[config.mk]
export PLATFORM = sky130hd
export DESIGN_NAME = ulm_status_ctrl
export DESIGN_NICKNAME = d
export VERILOG_FILES = /design/src/include/ulm_pkg.sv /design/src/rtl/ulm_status_ctrl.sv
export SDC_FILE = /design/constraint.sdc
export NUM_CORES = 1
export LEC_CHECK = 0
export BUFFER_PORTS_ARGS = -buffer_cell sky130_fd_sc_hd__buf_2
export CORE_AREA = 2 2 178 180
export CTS_CLUSTER_DIAMETER = 150
export CTS_CLUSTER_SIZE = 14
export DETAILED_ROUTE_END_ITERATION = 6
export DIE_AREA = 0 0 180 182
export PLACE_DENSITY = 0.68
export SETUP_SLACK_MARGIN = 0.4
export SLEW_MARGIN = 10
export SYNTH_ARGS = -nofsm -noshare
export SYNTH_HDL_FRONTEND = slang
export SYNTH_SLANG_ARGS = --single-unit
[constraint.sdc]
create_clock -name aclk -period 4.75 [get_ports aclk]
set_clock_uncertainty 0.2 [all_clocks]
set_input_delay 0.475 -clock aclk [delete_from_list [all_inputs] [get_ports aclk]]
set_output_delay 0.475 -clock aclk [all_outputs]
set_load 0.02 [all_outputs]
[src/include/ulm_pkg.sv]
// Register map, field positions and carrier types of the line/modem status slice
package ulm_pkg;
  // Register byte offsets
  localparam logic [7:0] OFS_MLC = 8'h00;
  localparam logic [7:0] OFS_LST = 8'h04;
  localparam logic [7:0] OFS_MIS = 8'h08;
  localparam logic [7:0] OFS_SCR = 8'h0c;
  localparam logic [7:0] OFS_ENH = 8'h10;
  localparam logic [7:0] OFS_IRQ = 8'h14;

  // Reset values
  localparam logic [7:0] SCR_RST = 8'hff;
  localparam logic [7:0] REG_RST = 8'h00;

  // modem_line_control fields
  localparam int MLC_DTR  = 0;
  localparam int MLC_RTS  = 1;
  localparam int MLC_RING = 2;
  localparam int MLC_AUX  = 3;
  localparam int MLC_LOOP = 4;
  localparam int MLC_XANY = 5;
  localparam int MLC_IR   = 6;
  localparam int MLC_PRE  = 7;

  // enhanced_feature_reg and irq_enable_reg fields
  localparam int ENH_EN   = 4;
  localparam int ENH_ACTS = 7;
  localparam int IRQ_LS   = 2;
  localparam int IRQ_MS   = 3;

  // extra_feature_enables fields
  localparam int EFE_TXD = 4;
  localparam int EFE_RXD = 5;
  localparam int EFE_9B  = 6;
  localparam int EFE_FIR = 7;

  // line_status fields
  localparam int LST_DR   = 0;
  localparam int LST_OE   = 1;
  localparam int LST_PE   = 2;
  localparam int LST_FE   = 3;
  localparam int LST_BI   = 4;
  localparam int LST_THRE = 5;
  localparam int LST_TEMT = 6;
  localparam int LST_ERR  = 7;

  // Infrared pulse widths in 16x sample ticks, and decoder stretch
  localparam logic [3:0] IR_SLOW_W  = 4'h3;
  localparam logic [3:0] IR_FAST_W  = 4'h4;
  localparam logic [3:0] IR_STRETCH = 4'hf;

  // Prescaler: divide by four ends on count three
  localparam logic [1:0] PRE_LAST = 2'h3;

  // AXI responses
  localparam logic [1:0] RESP_OKAY   = 2'h0;
  localparam logic [1:0] RESP_SLVERR = 2'h2;

  typedef enum logic [2:0] {
    SEL_NONE = 3'b000,
    SEL_MLC  = 3'b001,
    SEL_LST  = 3'b010,
    SEL_MIS  = 3'b011,
    SEL_SCR  = 3'b100,
    SEL_ENH  = 3'b101,
    SEL_IRQ  = 3'b110
  } ulm_sel_t;

  // Active-low modem inputs as seen on the pins
  typedef struct packed {
    logic cts_n;
    logic dsr_n;
    logic ri_n;
    logic cd_n;
  } ulm_modem_t;

  // Character completion event from the receive shifter
  typedef struct packed {
    logic done;
    logic pe;
    logic fe;
    logic flow_char;
  } ulm_rx_evt_t;

  // Control levels to the transmit and receive engines
  typedef struct packed {
    logic tx_disable;
    logic rx_disable;
    logic nine_bit;
    logic fast_ir;
    logic loopback;
    logic xon_any;
    logic ir_enable;
    logic cts_hold;
  } ulm_ctrl_t;
endpackage

[src/rtl/ulm_status_ctrl.sv]
// Line status, modem status and control slice of the UART with AXI4-Lite registers
`timescale 1ns/1ps

// Function
// - Loop bit routes transmit into own receiver
// - Xon-any resumes halted transmitter on any character
// - Infrared routing; infrared output low when idle
// - Prescale bit divides baud clock by four
// - Upper control bits writable only with enhancements
// - Overrun interrupts immediately, tags at head
// - Data ready while receive queue nonempty
// - Overrun on full queue, queue untouched
// - Parity and framing tags travel with character
// - Break loads one character, held until high
// - Holding empty follows transmit queue empty
// - Transmitter empty needs queue and shifter empty
// - Error summary while any tagged character queued
// - Modem input changes set deltas and interrupt
// - Ring delta only at end of ring
// - Upper modem status inverted or loopback mapped
// - Automatic CTS holds transmitter while high
// - Feature bits disable transmitter or receiver
// - Feature bit selects nine-bit multidrop mode
// - Feature bit selects fast infrared pulse width
// - Scratch register, reset to all ones
// - Loopback drives internal ring and aux two
module ulm_status_ctrl #(
  parameter int ADDR_W = 8,
  parameter int DEPTH  = 64
) (
  // Clock and reset
  input  wire logic                  aclk,
  input  wire logic                  aresetn,
  // AXI4-Lite slave
  input  wire logic [ADDR_W-1:0]     s_axi_awaddr,
  input  wire logic                  s_axi_awvalid,
  output logic                       s_axi_awready,
  input  wire logic [31:0]           s_axi_wdata,
  input  wire logic [3:0]            s_axi_wstrb,
  input  wire logic                  s_axi_wvalid,
  output logic                       s_axi_wready,
  output logic [1:0]                 s_axi_bresp,
  output logic                       s_axi_bvalid,
  input  wire logic                  s_axi_bready,
  input  wire logic [ADDR_W-1:0]     s_axi_araddr,
  input  wire logic                  s_axi_arvalid,
  output logic                       s_axi_arready,
  output logic [31:0]                s_axi_rdata,
  output logic [1:0]                 s_axi_rresp,
  output logic                       s_axi_rvalid,
  input  wire logic                  s_axi_rready,
  // Receive engine
  input  wire ulm_pkg::ulm_rx_evt_t  rx_evt,
  input  wire logic                  rx_break_frame,
  input  wire logic                  rx_pop,
  output logic                       rx_store,
  output logic                       rx_to_receiver,
  // Transmit engine
  input  wire logic                  tx_fifo_empty,
  input  wire logic                  tx_shift_empty,
  input  wire logic                  tx_halted,
  input  wire logic                  tx_serial,
  input  wire logic [3:0]            tx_bit_phase,
  input  wire logic                  baud16_en,
  output logic                       tx_resume,
  output logic                       brg_clk_en,
  output ulm_pkg::ulm_ctrl_t         ctrl,
  // Line and modem pins
  input  wire logic                  rx_pin,
  input  wire logic                  ir_rx_pin,
  output logic                       tx_pin,
  input  wire ulm_pkg::ulm_modem_t   modem_pins,
  output logic                       dtr_n,
  output logic                       rts_n,
  output logic                       ri_loop_n,
  output logic                       aux_output_two_n,
  // Interrupt requests to the interrupt prioritiser
  output logic                       line_irq,
  output logic                       mdm_irq
);

  localparam int PW = $clog2(DEPTH);
  localparam int CW = $clog2(DEPTH + 1);
  localparam logic [CW-1:0] FULL_CNT = CW'(DEPTH);
  localparam logic [CW-1:0] ONE_CNT  = CW'(1);

  typedef struct packed {
    logic                    awv;
    logic [ADDR_W-1:0]       awaddr;
    logic                    wv;
    logic [7:0]              wbyte;
    logic                    wlane;
    logic                    bvalid;
    logic [1:0]              bresp;
    logic                    rvalid;
    logic [7:0]              rdata;
    logic [1:0]              rresp;
    logic [7:0]              mlc;
    logic [7:0]              efc;
    logic [7:0]              irq_en;
    logic [3:0]              efe;
    logic [7:0]              scr;
    logic                    overrun;
    logic [3:0]              delta;
    logic [3:0]              mstat_prev;
    logic                    brk_hold;
    logic [1:0]              pre_cnt;
    logic                    pre_en;
    logic                    tx_out;
    logic                    rx_out;
    logic [3:0]              ir_cnt;
    logic                    store;
    logic                    resume;
    logic [PW-1:0]           wr_ptr;
    logic [PW-1:0]           rd_ptr;
    logic [CW-1:0]           q_cnt;
    logic [CW-1:0]           err_cnt;
    logic [DEPTH-1:0][2:0]   tags;
  } ulm_state_t;

  ulm_state_t s_reg;
  ulm_state_t s_next;

  function automatic ulm_pkg::ulm_sel_t dec_addr(input logic [ADDR_W-1:0] a);
    if (a == ADDR_W'(ulm_pkg::OFS_MLC))
      return ulm_pkg::SEL_MLC;
    else if (a == ADDR_W'(ulm_pkg::OFS_LST))
      return ulm_pkg::SEL_LST;
    else if (a == ADDR_W'(ulm_pkg::OFS_MIS))
      return ulm_pkg::SEL_MIS;
    else if (a == ADDR_W'(ulm_pkg::OFS_SCR))
      return ulm_pkg::SEL_SCR;
    else if (a == ADDR_W'(ulm_pkg::OFS_ENH))
      return ulm_pkg::SEL_ENH;
    else if (a == ADDR_W'(ulm_pkg::OFS_IRQ))
      return ulm_pkg::SEL_IRQ;
    else
      return ulm_pkg::SEL_NONE;
  endfunction

  logic        loop;
  logic        enh;
  logic [3:0]  mstat;
  logic [2:0]  head_tag;
  logic [7:0]  lst_val;
  logic [7:0]  mis_val;
  logic        q_full;

  always_comb
  begin
    loop     = s_reg.mlc[ulm_pkg::MLC_LOOP];
    enh      = s_reg.efc[ulm_pkg::ENH_EN];
    q_full   = (s_reg.q_cnt == FULL_CNT);
    head_tag = (s_reg.q_cnt != '0) ? s_reg.tags[s_reg.rd_ptr] : 3'h0;
    // Order is CD, RI, DSR, CTS in the active-high sense
    if (loop)
      mstat = {s_reg.mlc[ulm_pkg::MLC_AUX], s_reg.mlc[ulm_pkg::MLC_RING],
               s_reg.mlc[ulm_pkg::MLC_DTR], s_reg.mlc[ulm_pkg::MLC_RTS]};
    else
      mstat = ~{modem_pins.cd_n, modem_pins.ri_n, modem_pins.dsr_n, modem_pins.cts_n};
    lst_val = '0;
    lst_val[ulm_pkg::LST_DR]   = (s_reg.q_cnt != '0);
    lst_val[ulm_pkg::LST_OE]   = s_reg.overrun;
    lst_val[ulm_pkg::LST_PE]   = head_tag[2];
    lst_val[ulm_pkg::LST_FE]   = head_tag[1];
    lst_val[ulm_pkg::LST_BI]   = head_tag[0];
    lst_val[ulm_pkg::LST_THRE] = tx_fifo_empty;
    lst_val[ulm_pkg::LST_TEMT] = tx_fifo_empty & tx_shift_empty;
    lst_val[ulm_pkg::LST_ERR]  = (s_reg.err_cnt != '0);
    mis_val = {mstat, s_reg.delta};
  end

  always_comb
  begin
    logic             aw_hs;
    logic             w_hs;
    logic             ar_hs;
    logic             do_wr;
    logic             push;
    logic             pop;
    logic [2:0]       push_tag;
    logic [3:0]       chg;
    logic [3:0]       ir_w;
    ulm_pkg::ulm_sel_t wsel;
    ulm_pkg::ulm_sel_t rsel;
    aw_hs    = s_axi_awvalid & ~s_reg.awv & ~s_reg.bvalid;
    w_hs     = s_axi_wvalid & ~s_reg.wv & ~s_reg.bvalid;
    ar_hs    = s_axi_arvalid & ~s_reg.rvalid;
    do_wr    = s_reg.awv & s_reg.wv & ~s_reg.bvalid;
    wsel     = dec_addr(s_reg.awaddr);
    rsel     = dec_addr(s_axi_araddr);
    pop      = rx_pop & (s_reg.q_cnt != '0);
    ir_w     = s_reg.efe[ulm_pkg::EFE_FIR - 4] ? ulm_pkg::IR_FAST_W : ulm_pkg::IR_SLOW_W;
    push     = 1'b0;
    push_tag = 3'h0;
    chg      = '0;
    s_next   = s_reg;

    // Write channel: address and data taken in either order
    if (aw_hs)
    begin
      s_next.awv    = 1'b1;
      s_next.awaddr = s_axi_awaddr;
    end
    if (w_hs)
    begin
      s_next.wv    = 1'b1;
      s_next.wbyte = s_axi_wdata[7:0];
      s_next.wlane = s_axi_wstrb[0];
    end
    if (do_wr)
    begin
      s_next.awv    = 1'b0;
      s_next.wv     = 1'b0;
      s_next.bvalid = 1'b1;
      s_next.bresp  = ulm_pkg::RESP_OKAY;
      if (wsel == ulm_pkg::SEL_NONE)
        s_next.bresp = ulm_pkg::RESP_SLVERR;
      else if (s_reg.wlane)
      begin
        case (wsel)
          ulm_pkg::SEL_MLC:
          begin
            s_next.mlc[4:0] = s_reg.wbyte[4:0];
            if (enh)
              s_next.mlc[7:5] = s_reg.wbyte[7:5];
          end
          ulm_pkg::SEL_MIS:
          begin
            if (enh)
              s_next.efe = s_reg.wbyte[7:4];
          end
          ulm_pkg::SEL_SCR: s_next.scr = s_reg.wbyte;
          ulm_pkg::SEL_ENH: s_next.efc = s_reg.wbyte;
          ulm_pkg::SEL_IRQ: s_next.irq_en = s_reg.wbyte;
          default:          s_next.bresp = ulm_pkg::RESP_OKAY;
        endcase
      end
    end
    if (s_reg.bvalid & s_axi_bready)
      s_next.bvalid = 1'b0;

    // Read channel; status reads clear their flags before new events set them
    if (s_reg.rvalid & s_axi_rready)
      s_next.rvalid = 1'b0;
    if (ar_hs)
    begin
      s_next.rvalid = 1'b1;
      s_next.rresp  = ulm_pkg::RESP_OKAY;
      s_next.rdata  = '0;
      if (rsel == ulm_pkg::SEL_MLC)
        s_next.rdata = s_reg.mlc;
      else if (rsel == ulm_pkg::SEL_LST)
      begin
        s_next.rdata   = lst_val;
        s_next.overrun = 1'b0;
      end
      else if (rsel == ulm_pkg::SEL_MIS)
      begin
        s_next.rdata = mis_val;
        s_next.delta = '0;
      end
      else if (rsel == ulm_pkg::SEL_SCR)
        s_next.rdata = s_reg.scr;
      else if (rsel == ulm_pkg::SEL_ENH)
        s_next.rdata = s_reg.efc;
      else if (rsel == ulm_pkg::SEL_IRQ)
        s_next.rdata = s_reg.irq_en;
      else
        s_next.rresp = ulm_pkg::RESP_SLVERR;
    end

    // Modem deltas, set wins over the read clear
    chg[0] = mstat[0] ^ s_reg.mstat_prev[0];
    chg[1] = mstat[1] ^ s_reg.mstat_prev[1];
    chg[2] = ~mstat[2] & s_reg.mstat_prev[2];
    chg[3] = mstat[3] ^ s_reg.mstat_prev[3];
    s_next.delta      = s_next.delta | chg;
    s_next.mstat_prev = mstat;

    // Receive queue bookkeeping; character data lives in the receive engine
    s_next.store  = 1'b0;
    s_next.resume = 1'b0;
    if (rx_evt.done & ~s_reg.efe[ulm_pkg::EFE_RXD - 4])
    begin
      if (s_reg.mlc[ulm_pkg::MLC_XANY] & tx_halted)
        s_next.resume = 1'b1;
      if (!rx_evt.flow_char)
      begin
        if (q_full)
          s_next.overrun = 1'b1;
        else
        begin
          push     = 1'b1;
          push_tag = {rx_evt.pe, rx_evt.fe, 1'b0};
        end
      end
    end
    // Only one break character per low period
    if (rx_break_frame & ~s_reg.brk_hold & ~s_reg.efe[ulm_pkg::EFE_RXD - 4])
    begin
      s_next.brk_hold = 1'b1;
      if (q_full)
        s_next.overrun = 1'b1;
      else
      begin
        push     = 1'b1;
        push_tag = 3'h1;
      end
    end
    if (s_reg.brk_hold & rx_to_receiver)
      s_next.brk_hold = 1'b0;
    if (push)
    begin
      s_next.tags[s_reg.wr_ptr] = push_tag;
      s_next.wr_ptr = s_reg.wr_ptr + PW'(1);
    end
    if (pop)
      s_next.rd_ptr = s_reg.rd_ptr + PW'(1);
    if (push & ~pop)
      s_next.q_cnt = s_reg.q_cnt + ONE_CNT;
    else if (pop & ~push)
      s_next.q_cnt = s_reg.q_cnt - ONE_CNT;
    s_next.err_cnt = s_reg.err_cnt + ((push && push_tag != 3'h0) ? ONE_CNT : '0)
                     - ((pop && head_tag != 3'h0) ? ONE_CNT : '0);
    s_next.store = push;

    // Baud clock prescaler: every cycle, or every fourth
    s_next.pre_cnt = s_reg.pre_cnt + 2'h1;
    if (s_reg.mlc[ulm_pkg::MLC_PRE])
      s_next.pre_en = (s_reg.pre_cnt == ulm_pkg::PRE_LAST);
    else
      s_next.pre_en = 1'b1;

    // Transmit pin: idle mark in loopback, pulses only on zero bits in infrared
    if (loop)
      s_next.tx_out = 1'b1;
    else if (s_reg.mlc[ulm_pkg::MLC_IR])
      s_next.tx_out = ~tx_serial & (tx_bit_phase < ir_w);
    else
      s_next.tx_out = tx_serial;

    // Infrared decoder stretches a pulse into a zero bit
    if (ir_rx_pin)
      s_next.ir_cnt = ulm_pkg::IR_STRETCH;
    else if (baud16_en && s_reg.ir_cnt != 4'h0)
      s_next.ir_cnt = s_reg.ir_cnt - 4'h1;
    if (loop)
      s_next.rx_out = tx_serial;
    else if (s_reg.mlc[ulm_pkg::MLC_IR])
      s_next.rx_out = ~ir_rx_pin & (s_reg.ir_cnt == 4'h0);
    else
      s_next.rx_out = rx_pin;
  end

  always_ff @(posedge aclk)
  begin
    if (!aresetn)
    begin
      s_reg        <= '0;
      s_reg.mlc    <= ulm_pkg::REG_RST;
      s_reg.efc    <= ulm_pkg::REG_RST;
      s_reg.irq_en <= ulm_pkg::REG_RST;
      s_reg.scr    <= ulm_pkg::SCR_RST;
      s_reg.tx_out <= 1'b1;
      s_reg.rx_out <= 1'b1;
      s_reg.pre_en <= 1'b1;
    end
    else
      s_reg <= s_next;
  end

  // Bus handshake outputs are combinational from held state
  assign s_axi_awready = ~s_reg.awv & ~s_reg.bvalid;
  assign s_axi_wready  = ~s_reg.wv & ~s_reg.bvalid;
  assign s_axi_arready = ~s_reg.rvalid;
  assign s_axi_bvalid  = s_reg.bvalid;
  assign s_axi_bresp   = s_reg.bresp;
  assign s_axi_rvalid  = s_reg.rvalid;
  assign s_axi_rresp   = s_reg.rresp;
  assign s_axi_rdata   = {24'h000000, s_reg.rdata};

  assign rx_store       = s_reg.store;
  assign rx_to_receiver = s_reg.rx_out;
  assign tx_pin         = s_reg.tx_out;
  assign tx_resume      = s_reg.resume;
  assign brg_clk_en     = s_reg.pre_en;

  // DTR and RTS rest inactive in loopback; ring and aux two outputs are driven only in loopback
  assign dtr_n            = loop | ~s_reg.mlc[ulm_pkg::MLC_DTR];
  assign rts_n            = loop | ~s_reg.mlc[ulm_pkg::MLC_RTS];
  assign ri_loop_n        = ~(loop & s_reg.mlc[ulm_pkg::MLC_RING]);
  assign aux_output_two_n = ~(loop & s_reg.mlc[ulm_pkg::MLC_AUX]);

  // Tagged head raises the line interrupt only once it reaches the holding slot
  assign line_irq = s_reg.irq_en[ulm_pkg::IRQ_LS] & (s_reg.overrun | (head_tag != 3'h0));
  assign mdm_irq  = s_reg.irq_en[ulm_pkg::IRQ_MS] & (s_reg.delta != 4'h0);

  assign ctrl.tx_disable = s_reg.efe[ulm_pkg::EFE_TXD - 4];
  assign ctrl.rx_disable = s_reg.efe[ulm_pkg::EFE_RXD - 4];
  assign ctrl.nine_bit   = s_reg.efe[ulm_pkg::EFE_9B - 4];
  assign ctrl.fast_ir    = s_reg.efe[ulm_pkg::EFE_FIR - 4];
  assign ctrl.loopback   = loop;
  assign ctrl.xon_any    = s_reg.mlc[ulm_pkg::MLC_XANY];
  assign ctrl.ir_enable  = s_reg.mlc[ulm_pkg::MLC_IR];
  // Auto CTS: engine finishes the current character, then waits
  assign ctrl.cts_hold   = s_reg.efc[ulm_pkg::ENH_ACTS] & ~mstat[0];

endmodule

Yosys cells after proc, flatten, opt, wreduce, memory -nomap -nowiden
Cells that the tools add are included.
- $add $sub $neg: 8
- order comparisons: 4
- equal/unequal tests: 23
- multiplexer cells: 65
- bitwise gates (word level): 54
- reduce and logical (&&, ||, !) cells: 29
- operators by type and width (operator ; count):
    bitwise mux 192 bit ; 1
    two-way mux 3 bit ; 21
    two-way mux 8 bit ; 6
    equality test 8 x 4 -> 1 bit, second input constant ; 4
    equality test 8 x 5 -> 1 bit, second input constant ; 4
    AND 1 bit ; 28
    two-way mux 4 bit ; 5
    binary-select mux 3 bit (select 6 bit) ; 1
    demux 3 bit (select 6 bit) ; 1
    equality test 3 bit, second input constant ; 6
    two-way mux 1 bit ; 18
    inverter 1 bit ; 18
    equality test 8 x 3 -> 1 bit, second input constant ; 2
    logical NOT 8 bit ; 2
    AND reduction 4 bit ; 4
    less-than comparator 6 x 7 -> 1 bit, second input constant ; 2
    two-way mux 2 bit ; 7
    two-way mux 7 bit ; 2
    nonzero test 7 bit ; 2
    adder 6 x 1 -> 6 bit, second input constant ; 2
    two-way mux 11 bit ; 1
    two-way mux 5 bit ; 2
    AND reduction 5 bit ; 2
    equality test 3 x 2 -> 1 bit, second input constant ; 3
    23 further kinds ; 39
- flip-flop bits (word level): 308
- input port bits: 80
- output and inout bits: 60
- logic and storage cells: 278

Logic depth before layout (Yosys ltp)
- depth after elaboration: 17
- mapped depth: 21
- depth with buffers taken out: 17

Worst setup path before layout
Ideal clock, no wire load.
- path type: register -> register
- from: register s_reg[206] (netlist name)
- to: register s_reg[198] (netlist name)
- setup time: 116 ps
- arrival: 3827 ps
- required time: 4434 ps
- slack: 608 ps
- cell stages (with the launch flop): 20
- buffers on the path: 3
- clock period less this slack: 4142 ps
- path through: dfxtp_1 buf_4 buf_4 buf_6 mux4_2 a211o_1 a22oi_1 o21ai_0 nand2_1 nor2_1 ha_1 inv_1 ha_1 fa_1 a21oi_1 o21bai_1 a21oi_1 nor2_1 or3_1 and3_1
- longest elaborated chain between the ends: 7
- RTL lines (element ; RTL line ; text):
    start, declared ; ulm_status_ctrl.sv:121 ; ulm_state_t s_reg;
    start signal, assigned ; ulm_status_ctrl.sv:370 ; s_reg <= s_next;
    binary-select mux 3 bit (select 6 bit) ; ulm_status_ctrl.sv:154 ; head_tag = (s_reg.q_cnt != '0) ? s_reg.tags[s_reg.rd_ptr] : 3'h0;
    two-way mux 3 bit (not written as such) ; ulm_status_ctrl.sv:154 ;
    two-way mux 3 bit ; ulm_status_ctrl.sv:154 ;
    nonzero test 3 bit ; ulm_status_ctrl.sv:325 ; - ((pop && head_tag != 3'h0) ? ONE_CNT : '0);
    logical AND 1 bit ; ulm_status_ctrl.sv:325 ;
    two-way mux 1 bit ; ulm_status_ctrl.sv:325 ;
    subtractor 7 x 1 -> 7 bit ; ulm_status_ctrl.sv:325 ;
No other way between the ends. The select of a mux whose other input is x is not followed.
A chain may end at the register's enable or synchronous reset.

Worst setup path after layout
- from: register s_reg[207] (netlist name)
- to: register s_reg[198] (netlist name)
Same word-level chain as after synthesis.

==> flow_summary.json <==
{
  "finalSetupTns_ns": 0,
  "synth.avg_cell_area_um2": 8.873,
  "async_flop_share_pct": 0,
  "reg2regPathDepth": 18,
  "start_util_pct": 49.08,
  "largest_reg_flops": 276,
  "ant_nets": 0,
  "yosysUniqueCellTypes": 75,
  "cellLeakagePower_nw": 6.103,
  "cp_num_cells": 18,
  "insertion_delay_ns": 0.55,
  "cts_made_buffers": 25,
  "setup_viol_count_final": 0,
  "postSynthCellCount": 1714,
  "cts_tree": "built",
  "grt_pass1_vias": 11540,
  "cts_sinks": 306,
  "setup_ws_ns": 0.5367,
  "dp_cells": 2083,
  "seq_area_frac_synth_pct": 40.28,
  "relSlewSlack_pct": 18.08,
  "clkSlewWorstSetupHoldPaths_ns": 0.07,
  "netlist_area_mm2": 0.01521,
  "num_antenna_cells": 0,
  "vias": 12160,
  "drive_gt1_share_pct": 13.41,
  "status": "completed",
  "numPortBuffers": 86,
  "final_common_cell": "dfxtp_1",
  "vias_per_cell": 5.681,
  "hold_viol": 0,
  "die_w_um": 180,
  "die_area_mm2": 0.03276,
  "wl_per_cell_um": 17.69,
  "cp_top_family": "simple AND/OR/NAND/NOR gates",
  "worst_pin_slew_ns": 1.212,
  "path_cells": "buf_4 > mux4_2 > mux2i_2 > o211ai_1 > a21oi_2 > nand3_1 > nand2_2 > nor2_1 > ha_1 > inv_1 > ha_1 > fa_2 > a21oi_1 > o21bai_1 > a21oi_1 > nor2_1 > or3_1 > and3_1",
  "syn_to_final_growth_pct": 9.593,
  "rows": 65,
  "antenna_found_initial": 0,
  "fillerInstances": 2839,
  "cp.required_ns": 4.98,
  "pin_count": 140,
  "max_cap_violations": 0,
  "gp_congestion": 0.8869,
  "drv_slew": 0,
  "die-height_um": 182,
  "fin_area_mm2": 0.01667,
  "crit_type": "reg -> reg",
  "grt_overflow_total": 0,
  "crit_buf_inv": 2,
  "clock_path_buffers": 3,
  "drtIter0Drc": 907,
  "place_area_mm2": 0.01568,
  "fin_nets": 1841,
  "wirelength_um": 37850,
  "clock-root-buffer": "clkbuf_16",
  "place_hpwl_um": 24160,
  "groute.usage.overall_pct": 22.35,
  "post-route-period-util_pct": 88.70,
  "cpPeakStageDelay_ns": 0.53,
  "final_cells": 2140,
  "synth-main-ff-cell": "dfxtp_1",
  "dr.pass1.iters": 6,
  "synth-edff-count": 0,
  "min_path_type": "in -> reg",
  "cpMaxStageDelayCell": "mux4_2",
  "ys_ff_latch": 306,
  "critPathCaptureType": "flop",
  "remaining_drc_errors": 0,
  "yosysWarnings": 0,
  "period_needed_ns": 4.213,
  "final_cell_mix": "304 x dfxtp_1, 264 x nand2_1, 172 x a21boi_0",
  "rsz0062_at_grt": "true",
  "dp_slack_ns": 0.2596,
  "vdd_drop_max_mv": 0.2477,
  "max_freq_ghz": 0.2373,
  "cp-start-kind": "flop",
  "grt_max_degree": 148,
  "holdPathStages": 2,
  "power_density_mw_per_mm2": 356.4,
  "grt_pass1_wl_um": 60820,
  "critPathArrivalTime_ns": 4.44,
  "core_area_mm2": 0.03099,
  "htreeDepth": 1,
  "crit_fanout": 13
}
metrics by stage:
stage / hold WS (ns) / power (mW) / utilization [%]
floorplan: 0.1955 / 3.738 / -
global placement: 0.2072 / 4.031 / 50.59
detailed placement: 0.2193 / 4.058 / 50.59
CTS: 0.01178 / 5.928 / 53.44
global route: 0.02346 / 6.217 / 53.79
finish: 0.03072 / 5.940 / 53.79
area by class of cell:
| class | count | area [µm²] | share of cell area (%) |
|---|---|---|---|
| Tap cell | 402 | 503.0 | 3.018 |
| Multi-Input combinational cell | 1226 | 8254 | 49.52 |
| Inverter | 30 | 112.6 | 0.6756 |
| Sequential cell | 306 | 6133 | 36.80 |
| Clock buffer | 26 | 639.4 | 3.836 |
| Timing Repair Buffer | 149 | 1016 | 6.096 |
| Clock inverter | 1 | 8.758 | 0.05255 |
path summary, 6_finish.rpt:
check | startpoint | end | slack, ns
hold reg to reg | s_reg[227] | s_reg[227] | 0.23
setup reg to reg | s_reg[207] | s_reg[198] | 0.54
setup / recovery | s_reg[207] | s_reg[198] | 0.54
hold / removal | ir_rx_pin | s_reg[220] | 0.03
report_power, final:
| part | internal, mW | switching [mW] | total [mW] | leakage (nW) |
|---|---|---|---|---|
| Clock | 0.946 | 0.921 | 1.87 | 0.320 |
| Sequential | 2.66 | 0.110 | 2.77 | 2.48 |
| Combinational | 0.616 | 0.685 | 1.30 | 3.30 |
layer usage:
metal | GRT usage, % | up-vias | share of wire, %
met5 | 0 | - | 0
met2 | 38.33 | 324 | 48
met1 | 29.62 | 5872 | 45
li1 | - | 5898 | -
met4 | 6.211 | 0 | 2.3
met3 | 2.888 | 64 | 5.0
cells by family after synthesis:
kind of cell,after synthesis,share of synthesized area (%)
buf+inv,207,6.532
compound gates,453,19.28
simple gates,549,17.60
xor+xnor,25,1.440
flops,306,40.28
other cells,1,0.02466
mux,150,12.86
fa+ha+maj,23,1.991
synth_stat cells (6+ instances only):
master / n / area [µm²]
dfxtp_1: 306 / 6126
nand2_1: 265 / 994.7
a21boi_0: 172 / 1291
o21ai_0: 171 / 855.8
clkbuf_1: 112 / 420.4
mux2i_1: 102 / 1021
nor2b_1: 77 / 481.7
nor2_1: 61 / 229.0
buf_4: 49 / 367.9
mux4_2: 35 / 788.3
and2_1: 33 / 206.5
nand3_1: 33 / 165.2
a21oi_1: 30 / 150.1
inv_1: 29 / 108.9
ha_1: 21 / 262.8
xnor2_1: 16 / 140.1
mux2_2: 13 / 146.4
nand2b_1: 13 / 81.33
nand3b_1: 10 / 75.07
nor3_1: 10 / 50.05
a22oi_1: 9 / 67.56
xor2_1: 9 / 78.83
a21boi_1: 8 / 60.06
buf_2: 8 / 40.04
or3_1: 8 / 50.05
a221oi_1: 6 / 52.55
and3_1: 6 / 37.54
o211ai_1: 6 / 45.04
what timing repair did:
item	4_1_cts	5_1_grt
endpoints found under the hold margin	21	0
setup buffers	0	8
endpoints found under the setup margin	1	2
resized for setup	4	12
hold buffers	22	0
pin swaps	1	5
(Power assumes the default switching activity.)
